## src/hdl/spr_pkg.sv

```systemverilog
package spr_pkg;
    // register byte offsets on the peripheral bus
    localparam logic [11:0] SPR_OFS_CTRL0 = 12'h000;
    localparam logic [11:0] SPR_OFS_CTRL1 = 12'h004;
    localparam logic [11:0] SPR_OFS_DATA = 12'h008;
    localparam logic [11:0] SPR_OFS_STATUS = 12'h00C;
    localparam logic [11:0] SPR_OFS_PRESCALE = 12'h010;
    localparam logic [11:0] SPR_OFS_IMASK = 12'h014;
    localparam logic [11:0] SPR_OFS_IRAW = 12'h018;
    localparam logic [11:0] SPR_OFS_IMASKED = 12'h01C;
    localparam logic [11:0] SPR_OFS_ICLR = 12'h020;
    localparam logic [11:0] SPR_OFS_DMACTL = 12'h024;

    // control secondary field positions
    localparam int SPR_CR1_LOOP = 0;
    localparam int SPR_CR1_ENABLE = 1;
    localparam int SPR_CR1_ROLE = 2;
    localparam int SPR_CR1_SOD = 3;
    // interrupt bit positions, shared by mask, raw, masked and clear views
    localparam int SPR_IRQ_OVR = 0;
    localparam int SPR_IRQ_TMO = 1;
    localparam int SPR_IRQ_RXL = 2;
    localparam int SPR_IRQ_TXL = 3;
    // dma control field positions
    localparam int SPR_DMA_RX = 0;
    localparam int SPR_DMA_TX = 1;

    // reset values
    localparam logic [15:0] SPR_CTRL0_RST = 16'h0000;
    localparam logic [7:0] SPR_PRESCALE_RST = 8'h00;
    localparam logic [3:0] SPR_IMASK_RST = 4'h0;
    localparam logic [1:0] SPR_DMACTL_RST = 2'h0;

    // fifo geometry and watermark
    localparam logic [3:0] SPR_FIFO_DEPTH = 4'h8;
    localparam logic [3:0] SPR_FIFO_HALF = 4'h4;
    // frame format code of the three-wire control-word format
    localparam logic [1:0] SPR_FRF_CTRLWORD = 2'h2;
    // receive timeout in serial bit periods, counted as half periods
    localparam int SPR_TIMEOUT_BITS = 32;
    localparam logic [6:0] SPR_TIMEOUT_HALVES = 7'(2 * SPR_TIMEOUT_BITS);

    // serial engine states
    typedef enum logic [2:0] {
        SPR_IDLE = 3'b001,
        SPR_SHIFT = 3'b010,
        SPR_DONE = 3'b100
    } spr_state_t;

    // frame length in bits from the size code; codes below 3 are undefined
    function automatic logic [4:0] spr_frame_bits(input logic [3:0] code);
        return {1'b0, code} + 5'h01;
    endfunction
endpackage

```

## src/hdl/spr_top.sv

```systemverilog
// How it works
// size code N selects N+1 bit frames
// slave with output disable never drives line
// role bit 0 master, changeable only disabled
// no serial transfers while port disabled
// loop-back feeds transmit shifter into receiver
// data read pops receive fifo, frames pushed
// data write pushes transmit fifo, shifted out
// narrow frames right-justified, upper bits ignored
// control-word format sends low byte only
// fifos keep contents while port disabled
// busy while framing or transmit fifo nonempty
// status bits report the four fifo flags
// prescale divisor lsb forced to zero
// mask bits enable interrupts, reset zero
// transmit and receive fifo level interrupts
// receive timeout when fifo left unread
// overrun when receiving into full fifo
// raw status unmasked, writes ignored
// masked status and irq outputs gated
// clear register clears timeout and overrun
// dma control bits enable tx, rx requests
// receive dma single and burst requests
// bit rate is clock over divisor times (rate plus one)
// dma requests drop when disabled
// timeout is 32 bit periods since activity
// fifos eight deep, thresholds at four
module spr_top
    import spr_pkg::*;
(
    input wire logic clk,
    input wire logic rst_n,
    input wire logic psel,
    input wire logic penable,
    input wire logic pwrite,
    input wire logic [11:0] paddr,
    input wire logic [31:0] pwdata,
    output logic [31:0] prdata,
    output logic pready,
    output logic pslverr,
    output logic sclkOut,
    output logic frameOut_n,
    output logic serialOut,
    output logic serialOutEn_n,
    input wire logic sclkIn,
    input wire logic frameIn_n,
    input wire logic serialIn,
    output logic txLevelIrq,
    output logic rxLevelIrq,
    output logic rxTimeoutIrq,
    output logic rxOverrunIrq,
    output logic txDmaSingle,
    output logic txDmaBurst,
    output logic rxDmaSingle,
    output logic rxDmaBurst
);
    // software-visible configuration
    logic [7:0] serialRateField; // divides the prescaled clock further
    logic [1:0] clkModeBits; // phase and polarity, stored for read-back only
    logic [1:0] frameFormat; // frame format field
    logic [3:0] frameSizeSel; // data size code
    logic slaveTxDisable;
    logic roleSelect; // 0 master, 1 slave
    logic portEnable;
    logic loopbackEn;
    logic [7:0] prescaleDivisor;
    logic [3:0] irqMask;
    logic txDmaEn;
    logic rxDmaEn;
    // interrupt sources that hold state
    logic rxTimeoutRaw;
    logic rxOverrunRaw;
    // fifos
    logic [15:0] txMem [8];
    logic [15:0] rxMem [8];
    logic [2:0] txWrPtr;
    logic [2:0] txRdPtr;
    logic [2:0] rxWrPtr;
    logic [2:0] rxRdPtr;
    logic [3:0] txCount;
    logic [3:0] rxCount;
    // serial engine
    spr_state_t state;
    logic [15:0] txShift;
    logic [15:0] rxShift;
    logic [3:0] bitCnt;
    logic [15:0] halfCnt;
    logic sclkInPrev; // last sampled slave clock
    logic [6:0] toCnt; // half periods since last receive fifo activity

    // bus decode: a transfer completes on the edge where pready is seen high
    logic busDone;
    logic busWrite;
    logic busRead;
    assign busDone = psel && penable && pready;
    assign busWrite = busDone && pwrite;
    assign busRead = busDone && !pwrite;

    // fifo flags
    logic txEmpty;
    logic txFull;
    logic rxEmpty;
    logic rxFull;
    assign txEmpty = (txCount == 4'h0);
    assign txFull = (txCount == SPR_FIFO_DEPTH);
    assign rxEmpty = (rxCount == 4'h0);
    assign rxFull = (rxCount == SPR_FIFO_DEPTH);

    // fifo strobes; a write to a full transmit fifo is dropped
    logic txPush;
    logic txPop;
    logic rxPush;
    logic rxPop;
    logic engineLoad;
    assign txPush = busWrite && (paddr == SPR_OFS_DATA) && !txFull;
    assign rxPop = busRead && (paddr == SPR_OFS_DATA) && !rxEmpty;
    assign rxPush = (state == SPR_DONE) && !rxFull;
    assign txPop = engineLoad && !txEmpty;

    // frame length, output bit and loop-back source
    logic [4:0] frameBits;
    logic [3:0] lastIdx;
    logic outBit;
    logic inBit;
    assign frameBits = spr_frame_bits(frameSizeSel);
    assign lastIdx = frameBits[3:0] - 4'h1;
    assign outBit = txShift[lastIdx];
    assign inBit = loopbackEn ? outBit : serialIn;

    // half bit period: divisor * (1 + rate) / 2; divisor is always even
    logic [15:0] halfLen;
    logic halfTick;
    assign halfLen = 16'(prescaleDivisor[7:1]) * (16'(serialRateField) + 16'h0001);
    assign halfTick = (halfCnt + 16'h0001) >= halfLen;

    // sampling and shifting edges for both roles
    logic sampleEdge;
    logic shiftEdge;
    always_comb begin
        if (roleSelect) begin
            sampleEdge = sclkIn && !sclkInPrev;
            shiftEdge = !sclkIn && sclkInPrev;
        end else begin
            sampleEdge = halfTick && !sclkOut;
            shiftEdge = halfTick && sclkOut;
        end
    end

    // master load waits for data; slave load waits for its frame select
    always_comb begin
        engineLoad = 1'b0;
        if (state == SPR_IDLE && portEnable) begin
            engineLoad = roleSelect ? !frameIn_n : !txEmpty;
        end
    end

    // raw and masked interrupt views
    logic [3:0] rawIrq;
    logic [3:0] maskedIrq;
    always_comb begin
        rawIrq = 4'h0;
        rawIrq[SPR_IRQ_TXL] = (txCount <= SPR_FIFO_HALF);
        rawIrq[SPR_IRQ_RXL] = (rxCount >= SPR_FIFO_HALF);
        rawIrq[SPR_IRQ_TMO] = rxTimeoutRaw;
        rawIrq[SPR_IRQ_OVR] = rxOverrunRaw;
        maskedIrq = rawIrq & irqMask;
    end

    logic busyFlag;
    assign busyFlag = (state != SPR_IDLE) || !txEmpty;

    // read mux; reserved bits and unmapped offsets read zero
    logic [15:0] readVal;
    always_comb begin
        case (paddr)
            SPR_OFS_CTRL0: readVal = {serialRateField, clkModeBits, frameFormat, frameSizeSel};
            SPR_OFS_CTRL1: readVal = {12'h000, slaveTxDisable, roleSelect, portEnable, loopbackEn};
            SPR_OFS_DATA: readVal = rxMem[rxRdPtr];
            SPR_OFS_STATUS: readVal = {11'h000, busyFlag, rxFull, !rxEmpty, !txFull, txEmpty};
            SPR_OFS_PRESCALE: readVal = {8'h00, prescaleDivisor};
            SPR_OFS_IMASK: readVal = {12'h000, irqMask};
            SPR_OFS_IRAW: readVal = {12'h000, rawIrq};
            SPR_OFS_IMASKED: readVal = {12'h000, maskedIrq};
            SPR_OFS_DMACTL: readVal = {14'h0000, txDmaEn, rxDmaEn};
            default: readVal = 16'h0000;
        endcase
    end

    // bus slave: one wait state, read data captured with pready
    always_ff @(posedge clk) begin
        if (!rst_n) begin
            pready <= 1'b0;
            prdata <= 32'h0000_0000;
            pslverr <= 1'b0;
        end else begin
            pready <= psel && penable && !pready;
            pslverr <= 1'b0; // unmapped offsets answer without error
            if (psel && penable && !pready && !pwrite) begin
                prdata <= {16'h0000, readVal};
            end
        end
    end

    // control registers written by software
    always_ff @(posedge clk) begin
        if (!rst_n) begin
            {serialRateField, clkModeBits, frameFormat, frameSizeSel} <= SPR_CTRL0_RST;
            slaveTxDisable <= 1'b0;
            roleSelect <= 1'b0;
            portEnable <= 1'b0;
            loopbackEn <= 1'b0;
            prescaleDivisor <= SPR_PRESCALE_RST;
            irqMask <= SPR_IMASK_RST;
            txDmaEn <= SPR_DMACTL_RST[SPR_DMA_TX];
            rxDmaEn <= SPR_DMACTL_RST[SPR_DMA_RX];
        end else if (busWrite) begin
            case (paddr)
                SPR_OFS_CTRL0: begin
                    {serialRateField, clkModeBits, frameFormat, frameSizeSel} <= pwdata[15:0];
                end
                SPR_OFS_CTRL1: begin
                    slaveTxDisable <= pwdata[SPR_CR1_SOD];
                    portEnable <= pwdata[SPR_CR1_ENABLE];
                    loopbackEn <= pwdata[SPR_CR1_LOOP];
                    // role is frozen while the port runs
                    if (!portEnable) begin
                        roleSelect <= pwdata[SPR_CR1_ROLE];
                    end
                end
                SPR_OFS_PRESCALE: prescaleDivisor <= {pwdata[7:1], 1'b0};
                SPR_OFS_IMASK: irqMask <= pwdata[3:0];
                SPR_OFS_DMACTL: begin
                    txDmaEn <= pwdata[SPR_DMA_TX];
                    rxDmaEn <= pwdata[SPR_DMA_RX];
                end
                default: begin
                    // raw, masked and status views ignore writes
                end
            endcase
        end
    end

    // transmit fifo; contents survive a disable so software can preload
    always_ff @(posedge clk) begin
        if (!rst_n) begin
            txWrPtr <= 3'h0;
            txRdPtr <= 3'h0;
            txCount <= 4'h0;
        end else begin
            if (txPush) begin
                txMem[txWrPtr] <= pwdata[15:0];
                txWrPtr <= txWrPtr + 3'h1;
            end
            if (txPop) begin
                txRdPtr <= txRdPtr + 3'h1;
            end
            txCount <= txCount + 4'(txPush) - 4'(txPop);
        end
    end

    // receive fifo; a frame arriving while full is lost
    always_ff @(posedge clk) begin
        if (!rst_n) begin
            rxWrPtr <= 3'h0;
            rxRdPtr <= 3'h0;
            rxCount <= 4'h0;
        end else begin
            if (rxPush) begin
                rxMem[rxWrPtr] <= rxShift;
                rxWrPtr <= rxWrPtr + 3'h1;
            end
            if (rxPop) begin
                rxRdPtr <= rxRdPtr + 3'h1;
            end
            rxCount <= rxCount + 4'(rxPush) - 4'(rxPop);
        end
    end

    // free-running half bit timer, also paces the receive timeout
    always_ff @(posedge clk) begin
        if (!rst_n) begin
            halfCnt <= 16'h0000;
            sclkInPrev <= 1'b0;
        end else begin
            // restart on load so the far side gets a full half period to drive its first bit
            halfCnt <= (halfTick || engineLoad) ? 16'h0000 : halfCnt + 16'h0001;
            sclkInPrev <= sclkIn;
        end
    end

    // serial engine
    always_ff @(posedge clk) begin
        if (!rst_n) begin
            state <= SPR_IDLE;
            txShift <= 16'h0000;
            rxShift <= 16'h0000;
            bitCnt <= 4'h0;
            sclkOut <= 1'b0;
            frameOut_n <= 1'b1;
        end else begin
            case (state)
                SPR_IDLE: begin
                    sclkOut <= 1'b0;
                    if (engineLoad) begin
                        // control-word format sends the low byte only
                        if (txEmpty) begin
                            txShift <= 16'h0000;
                        end else if (frameFormat == SPR_FRF_CTRLWORD) begin
                            txShift <= {8'h00, txMem[txRdPtr][7:0]};
                        end else begin
                            txShift <= txMem[txRdPtr];
                        end
                        // cleared so short frames land right-justified
                        rxShift <= 16'h0000;
                        bitCnt <= 4'h0;
                        frameOut_n <= roleSelect;
                        state <= SPR_SHIFT;
                    end
                end
                SPR_SHIFT: begin
                    if (!portEnable || (roleSelect && frameIn_n)) begin
                        // disable or lost select aborts the frame
                        state <= SPR_IDLE;
                        frameOut_n <= 1'b1;
                        sclkOut <= 1'b0;
                    end else begin
                        if (!roleSelect && halfTick) begin
                            sclkOut <= !sclkOut;
                        end
                        if (sampleEdge) begin
                            rxShift <= {rxShift[14:0], inBit};
                        end
                        if (shiftEdge) begin
                            txShift <= {txShift[14:0], 1'b0};
                            bitCnt <= bitCnt + 4'h1;
                            if (bitCnt == lastIdx) begin
                                state <= SPR_DONE;
                            end
                        end
                    end
                end
                SPR_DONE: begin
                    frameOut_n <= 1'b1;
                    state <= SPR_IDLE;
                end
                default: state <= SPR_IDLE;
            endcase
        end
    end

    // serial output pin; a muted slave releases the line
    always_ff @(posedge clk) begin
        if (!rst_n) begin
            serialOut <= 1'b0;
            serialOutEn_n <= 1'b1;
        end else begin
            serialOut <= (state == SPR_SHIFT) && outBit;
            serialOutEn_n <= !(portEnable && (!roleSelect ||
                (!slaveTxDisable && state == SPR_SHIFT)));
        end
    end

    // receive timeout counter, restarted by any receive fifo activity
    always_ff @(posedge clk) begin
        if (!rst_n) begin
            toCnt <= 7'h00;
        end else if (rxPush || rxPop || rxEmpty) begin
            toCnt <= 7'h00;
        end else if (halfTick && toCnt != SPR_TIMEOUT_HALVES) begin
            toCnt <= toCnt + 7'h01;
        end
    end

    // sticky sources; a new event wins over a clear in the same cycle
    logic toSet;
    logic ovrSet;
    logic clrWrite;
    assign toSet = !rxEmpty && (toCnt == SPR_TIMEOUT_HALVES);
    assign ovrSet = (state == SPR_DONE) && rxFull;
    assign clrWrite = busWrite && (paddr == SPR_OFS_ICLR);
    always_ff @(posedge clk) begin
        if (!rst_n) begin
            rxTimeoutRaw <= 1'b0;
            rxOverrunRaw <= 1'b0;
        end else begin
            if (toSet) begin
                rxTimeoutRaw <= 1'b1;
            end else if (clrWrite && pwdata[SPR_IRQ_TMO]) begin
                rxTimeoutRaw <= 1'b0;
            end
            if (ovrSet) begin
                rxOverrunRaw <= 1'b1;
            end else if (clrWrite && pwdata[SPR_IRQ_OVR]) begin
                rxOverrunRaw <= 1'b0;
            end
        end
    end

    // interrupt outputs, one cycle behind the masked view
    always_ff @(posedge clk) begin
        if (!rst_n) begin
            {txLevelIrq, rxLevelIrq, rxTimeoutIrq, rxOverrunIrq} <= 4'h0;
        end else begin
            {txLevelIrq, rxLevelIrq, rxTimeoutIrq, rxOverrunIrq} <= maskedIrq;
        end
    end

    // dma requests follow fifo levels, gated by enables
    always_ff @(posedge clk) begin
        if (!rst_n) begin
            {txDmaSingle, txDmaBurst, rxDmaSingle, rxDmaBurst} <= 4'h0;
        end else begin
            txDmaSingle <= portEnable && txDmaEn && !txFull;
            txDmaBurst <= portEnable && txDmaEn && (txCount <= SPR_FIFO_HALF);
            rxDmaSingle <= portEnable && rxDmaEn && !rxEmpty;
            rxDmaBurst <= portEnable && rxDmaEn && (rxCount >= SPR_FIFO_HALF);
        end
    end
endmodule

```

## config.mk

```make
export PLATFORM = sky130hd
export DESIGN_NAME = spr_top
export DESIGN_NICKNAME = d
export VERILOG_FILES = /design/src/hdl/spr_pkg.sv /design/src/hdl/spr_top.sv
export SDC_FILE = /design/constraint.sdc
export NUM_CORES = 1
export LEC_CHECK = 0
export BUFFER_PORTS_ARGS = -buffer_cell sky130_fd_sc_hd__buf_4
export CAP_MARGIN = 20
export CORE_MARGIN = 2
export CORE_UTILIZATION = 55
export DETAILED_ROUTE_END_ITERATION = 16
export GPL_TIMING_DRIVEN = 0
export PLACE_DENSITY = 0.73
export SKIP_LAST_GASP = 1
export SLEW_MARGIN = 20
export SYNTH_ARGS = -nofsm -noshare
export SYNTH_HDL_FRONTEND = slang
export SYNTH_SLANG_ARGS = --single-unit
```

## constraint.sdc

```tcl
create_clock -name clk -period 16.4 [get_ports clk]
set_input_delay 0 -clock clk [delete_from_list [all_inputs] [get_ports clk]]
set_output_delay 0 -clock clk [all_outputs]
set_load 0.1 [all_outputs]
```

* Yosys cells after proc, flatten, opt, wreduce, memory -nomap -nowiden
Memory sizes are Yosys's and may differ from the RTL's. A register that Yosys moved wholly into a read port is not among the register bits. Cells that the tools add are included.
Word-level totals: memories 2, memory bits (writable) 256, bits in registers 147, output and inout port bits 46
Memories:
- rxMem | depth 8, bits a word 16, read ports 1, clocked after Yosys merged registers in 1, wr ports 1, line spr_top.sv:75 | logic [15:0] rxMem [8];
- txMem | depth 8, bits a word 16, read ports 1, clocked after Yosys merged registers in 1, wr ports 1, line spr_top.sv:74 | logic [15:0] txMem [8];
Operators by class: magnitude comparators 4, add/subtract/negate cells 14, reductions and logical operators 74, equality and inequality tests 27, mux-type cells 47, bitwise gates (word level) 3, multiply operators 1
Operators with widths (number):
- case mux 16 bit (9 select lines) | 1
- 2-to-1 mux 16 bit | 8
- case mux 16 bit (2 select lines) | 2
- equality test 12 x 5 -> 1 bit (second input constant) | 4
- logical AND 1 bit | 34
- equality test 12 x 4 -> 1 bit (second input constant) | 2
- equality test 12 x 6 -> 1 bit (second input constant) | 2
- 2-to-1 mux 3 bit | 8
- 2-to-1 mux 1 bit | 20
- adder 16 x 1 -> 16 bit (second input constant) | 1
- greater-or-equal comparator 16 bit | 1
- multiplier 7 x 9 -> 16 bit | 1
- zero test 1 bit | 14
- adder 3 x 1 -> 3 bit (second input constant) | 4
- equality test 12 x 3 -> 1 bit (second input constant) | 1
- zero test 12 bit | 1
- 2-to-1 mux 4 bit | 3
- AND reduction 2 bit | 6
- inequality test 2 bit (second input constant) | 5
- adder 8 x 1 -> 9 bit (second input constant) | 1
- inequality test 3 bit (second input constant) | 3
- AND reduction 3 bit | 3
- adder 4 x 1 -> 4 bit | 2
- adder 4 x 1 -> 4 bit (second input constant) | 2
- other kinds (28) | 41

* Depth between registers and ports, before layout
depth in word-level cells 8, mapped depth 29, depth with buffers taken out 27

* Least setup slack after synthesis
Ideal clock, no wire load.
path kind flip-flop to flip-flop, start register serialRateField[1], end register rxShift[5], arrival time 6306 ps, cell stages (with the launch flop) 28, data required time 16268 ps, setup time 132 ps, path slack 9962 ps, path through dfxtp_1 -> ha_1 -> nand3_1 -> nor2_1 -> xor2_1 -> and2_1 -> fa_1 -> fa_1 -> fa_1 -> inv_1 -> fa_1 -> inv_1 -> ha_1 -> or2_2 -> a21oi_1 -> inv_1 -> o31ai_1 -> o21ai_0 -> a21oi_1 -> xor2_1 -> ha_1 -> a21oi_1 -> nand2_1 -> a211oi_2 -> a21oi_2 -> a31oi_2 -> buf_4 -> o32ai_1
Between the ends: longest elaborated chain between the ends 7
RTL lines:
- start: declaration | line spr_top.sv:58 | logic [7:0] serialRateField;
- start signal: assignment | line spr_top.sv:219 | {serialRateField, clkModeBits, frameFormat, frameSizeSel} <= pwdata[15:0];
- adder 8 x 1 -> 9 bit | line spr_top.sv:133 | assign halfLen = 16'(prescaleDivisor[7:1]) * (16'(serialRateField) + 16'h0001);
- multiplier 7 x 9 -> 16 bit | line spr_top.sv:133
- greater-or-equal comparator 16 bit | line spr_top.sv:134 | assign halfTick = (halfCnt + 16'h0001) >= halfLen;
- logical AND 1 bit | line spr_top.sv:144 | sampleEdge = halfTick && !sclkOut;
- 2-to-1 mux 1 bit | line spr_top.sv:140 | if (roleSelect) begin
- inequality test 2 bit (no source line)
- AND reduction 4 bit (no source line)
- end signal: assignment | line spr_top.sv:331 | rxShift <= {rxShift[14:0], inBit};
- end: declaration | line spr_top.sv:85 | logic [15:0] rxShift;
Every way passes these cells. A chain may end at the register's enable or synchronous reset.

* Worst setup path in the final report
start register serialRateField[0], end register rxShift[0]
The elaborated chain is that of the path after synthesis.

==> flow_metrics.py <==
metrics = {
    "place": {
        "placed_cell_area_um2": 20600,
        "portBuffers": 61,
        "pre_cts_ws_ns": 8.66,
        "gp_congestion": 0.939,
        "hpwl_um": 32500,
    },
    "detailed_routing": {
        "drc_errors": 0,
        "dr.pass1.iters": 5,
        "viasPerCell": 5.89,
        "postRouteAntennaNets": 0,
        "routedWlPerCell_um": 21.2,
        "via_count": 12600,
        "drt_wl_total_um": 45400,
        "drt-initial-drc-count": 1137,
    },
    "clock_network": {
        "clk_latency_ns": 0.59,
        "post-cts-setup-buffer-count": 0,
        "cts_max_level": 2,
        "cts_resized": 0,
        "cts_buffer_depth": 3,
        "clkTransAtPathRegs_ns": 0.06,
        "tritoncts": "yes",
        "clockRootBuffer": "clkbuf_16",
        "cts_sinks": 409,
        "cts_buffers": 42,
        "cts_hold_buf": 27,
    },
    "logic_synthesis": {
        "synth_cell_types": 81,
        "yosysTopAreaCell": "edfxtp_1",
        "synth_area_per_cell_um2": 13.0,
        "yosysSeqAreaShare_pct": 55.8,
        "synth_warnings": 0,
        "syn-cell-area_um2": 19300,
        "synthTopCellsByArea": "edfxtp_1 (40%), dfxtp_1 (16%), mux4_2 (8.0%)",
        "ys.flop_type": "edfxtp_1",
        "synth-async-reset-ratio_pct": 0,
        "ys_ff_latch": 409,
        "synth_edf_count": 256,
        "synth_top_area_share_pct": 39.9,
        "post-synth-top-count-cell": "edfxtp_1",
        "synthTopCellsByCount": "edfxtp_1 (256), dfxtp_1 (153), nand2_1 (125)",
        "syn_inst": 1483,
    },
    "worst_setup_path": {
        "arrival_ns": 8.53,
        "cp_slowest_cell": "a211oi_2",
        "critical-path-max-stage-delay_ns": 0.65,
        "path_buf_inv": 6,
        "end_kind": "register",
        "cpLargestDelayFamily": "adder cells",
        "crit_fanout": 10,
        "cp-start-kind": "register",
        "cp_data_required_time_ns": 16.87,
        "crit_type": "register to register",
    },
    "floorplan": {
        "fp-row-count": 68,
        "die_y_um": 191,
        "dieArea_um2": 36500,
        "die_w_um": 191,
        "pin_count": 98,
        "core_um2": 34500,
        "start_util_pct": 55.7,
    },
    "sta": {
        "relSlewSlack_pct": 38.2,
        "slew_viol_final": 0,
        "hold-worst-slack_ns": 0.0423,
        "fin_crit_ns": 8.07,
        "fmax_mhz": 124,
        "report.final.hold_viol_count": 0,
        "rsz0062_at_grt": "false",
        "finalSetupTns_ns": 0,
        "worstMarginPinSlew_ns": 0.920,
        "finalSetupViolCount": 0,
        "worst_slack_ns": 8.33,
        "skew_ns": 0.0366,
        "post-route-period-util_pct": 49.2,
    },
    "global_route": {
        "grt_first_pass_wirelength_um": 70000,
        "antenna_found_initial": 0,
        "globalRoute.totalOverflow": 0,
        "grt.total_usage_pct": 25.4,
        "grt_pass1_vias": 12500,
        "grt_max_degree": 17,
    },
    "finish": {
        "fillCellCount": 2562,
        "n_antenna_cell": 0,
        "final_core_util_pct": 64.3,
        "layout-drive-gt1-share_pct": 17.5,
        "syn_to_final_growth_pct": 15.3,
        "final_net_count": 1811,
        "fin_area_um2": 22200,
    },
    "power_and_ir_drop": {
        "swShare_pct": 22.0,
        "p_seq_share_pct": 52.4,
        "power_frac_comb_pct": 3.4,
        "power_density_nw_per_um2": 93.6,
        "switching_power_mw": 0.457,
        "leakage_nw": 8.40,
        "pwr-share-clk_pct": 44.1,
        "intPower_mw": 1.62,
        "peakVddDrop_v": 0.0000975,
    },
    "run": {
        "max-cap-violations": 0,
    },
    "hold_path": {
        "hp-class": "input pin to register",
    },
    "status": {
        "run_status": "completed",
    },
}
==> placed cells by master (no fill, tap or decap), types with 4 or more instances in the layout <==
master         count
nor3b_1            7
edfxtp_1         256
inv_1             62
xor2_1            32
conb_1            17
nand2b_1          13
nor2_2            12
o32ai_1           17
o21ai_0           42
a21o_1             7
a21oi_1           60
nor2b_1           28
buf_2             11
mux4_2            68
nand3_1           31
xnor2_1           20
nor3_2             4
fa_1              36
or3_1             26
and3_1            21
a221oi_1          13
ha_1              74
buf_4             85
and2_1            31
dfxtp_1          153
buf_8              6
mux2_2            14
dlygate4sd3_1     27
mux2i_1           43
clkbuf_16         43
nand2_1          125
buf_6             10
nor3_1            17
o211a_1           15
clkinv_1           7
nor2_1            89
nand4_1           13
clkbuf_1          68
==> power groups by stage <==
stage / clock network (mW) / logic (mW) / registers [mW]
after CTS: 0.929 / 0.0703 / 1.09
after global placement: 0 / 0.0647 / 1.11
after global routing: 0.968 / 0.0746 / 1.09
final: 0.917 / 0.0712 / 1.09
after floorplan: 0 / 0.0318 / 1.12
after detailed placement: 0 / 0.0652 / 1.11
==> through the flow <==
| stage | total power [mW] | cells |
|---|---|---|
| after detailed placement | 1.18 | 2033 |
| after CTS | 2.09 | 2138 |
| after global placement | 1.18 | 2015 |
| final | 2.08 | 2138 |
| after floorplan | 1.15 | 1499 |
| after global routing | 2.13 | 2138 |
==> per-layer routing <==
| metal | vias up | share of wire, % | GRT usage, % |
|---|---|---|---|
| met2 | 474 | 46 | 40.6 |
| li1 | 5759 | - | - |
| met3 | 87 | 7.3 | 4.81 |
| met4 | 0 | 2.5 | 7.16 |
| met1 | 6280 | 44 | 35.9 |
| met5 | - | 0 | 0 |
==> final cells by class <==
| type | count | area, um2 | area share, % |
|---|---|---|---|
| Buffer | 87 | 434 | 1.96 |
| Tap cell | 455 | 569 | 2.56 |
| Sequential cell | 409 | 10800 | 48.4 |
| Multi-Input combinational cell | 938 | 7940 | 35.8 |
| Inverter | 65 | 244 | 1.10 |
| Timing Repair Buffer | 106 | 935 | 4.21 |
| Clock buffer | 62 | 1170 | 5.26 |
| Clock inverter | 16 | 158 | 0.710 |
==> sequential cells by signal (all words and copies together) (netlist names), 7 cells and up, named ones only <==
signal and cells:
rxMem 128, txMem 128, halfCnt 16, prdata 16, rxShift 16, txShift 16
serialRateField 8, prescaleDivisor 7, toCnt 7
==> path summary, 6_finish.rpt <==
path,slack [ns],cells past startpoint,endpoint,startpoint
setup / recovery,8.33,27,rxShift[0],serialRateField[0]
hold / removal,0.04,5,prdata[1],paddr[6]
setup reg to reg,8.33,27,rxShift[0],serialRateField[0]
hold reg to reg,0.47,2,clkModeBits[0],clkModeBits[0]
==> cells by family (layout without fill, tap and decap cells) <==
| family | after synthesis | count (layout) | share of synthesized area (%) |
|---|---|---|---|
| xor+xnor | 52 | 52 | 2.37 |
| buf+inv | 152 | 336 | 3.52 |
| flops | 409 | 409 | 55.8 |
| mux | 125 | 125 | 11.0 |
| simple gates | 437 | 437 | 11.4 |
| fa+ha+maj | 110 | 110 | 8.55 |
| other cells | 1 | 17 | 0.0195 |
| compound gates | 197 | 197 | 7.25 |
==> tightest hold or removal path, stage by stage <==
cell	delay [ns]
buf_4	0.09
nor4_4	0.04
nand2_1	0.15
or4_1	0.20
o21ai_0	0.09
(Power assumes the default switching activity.)
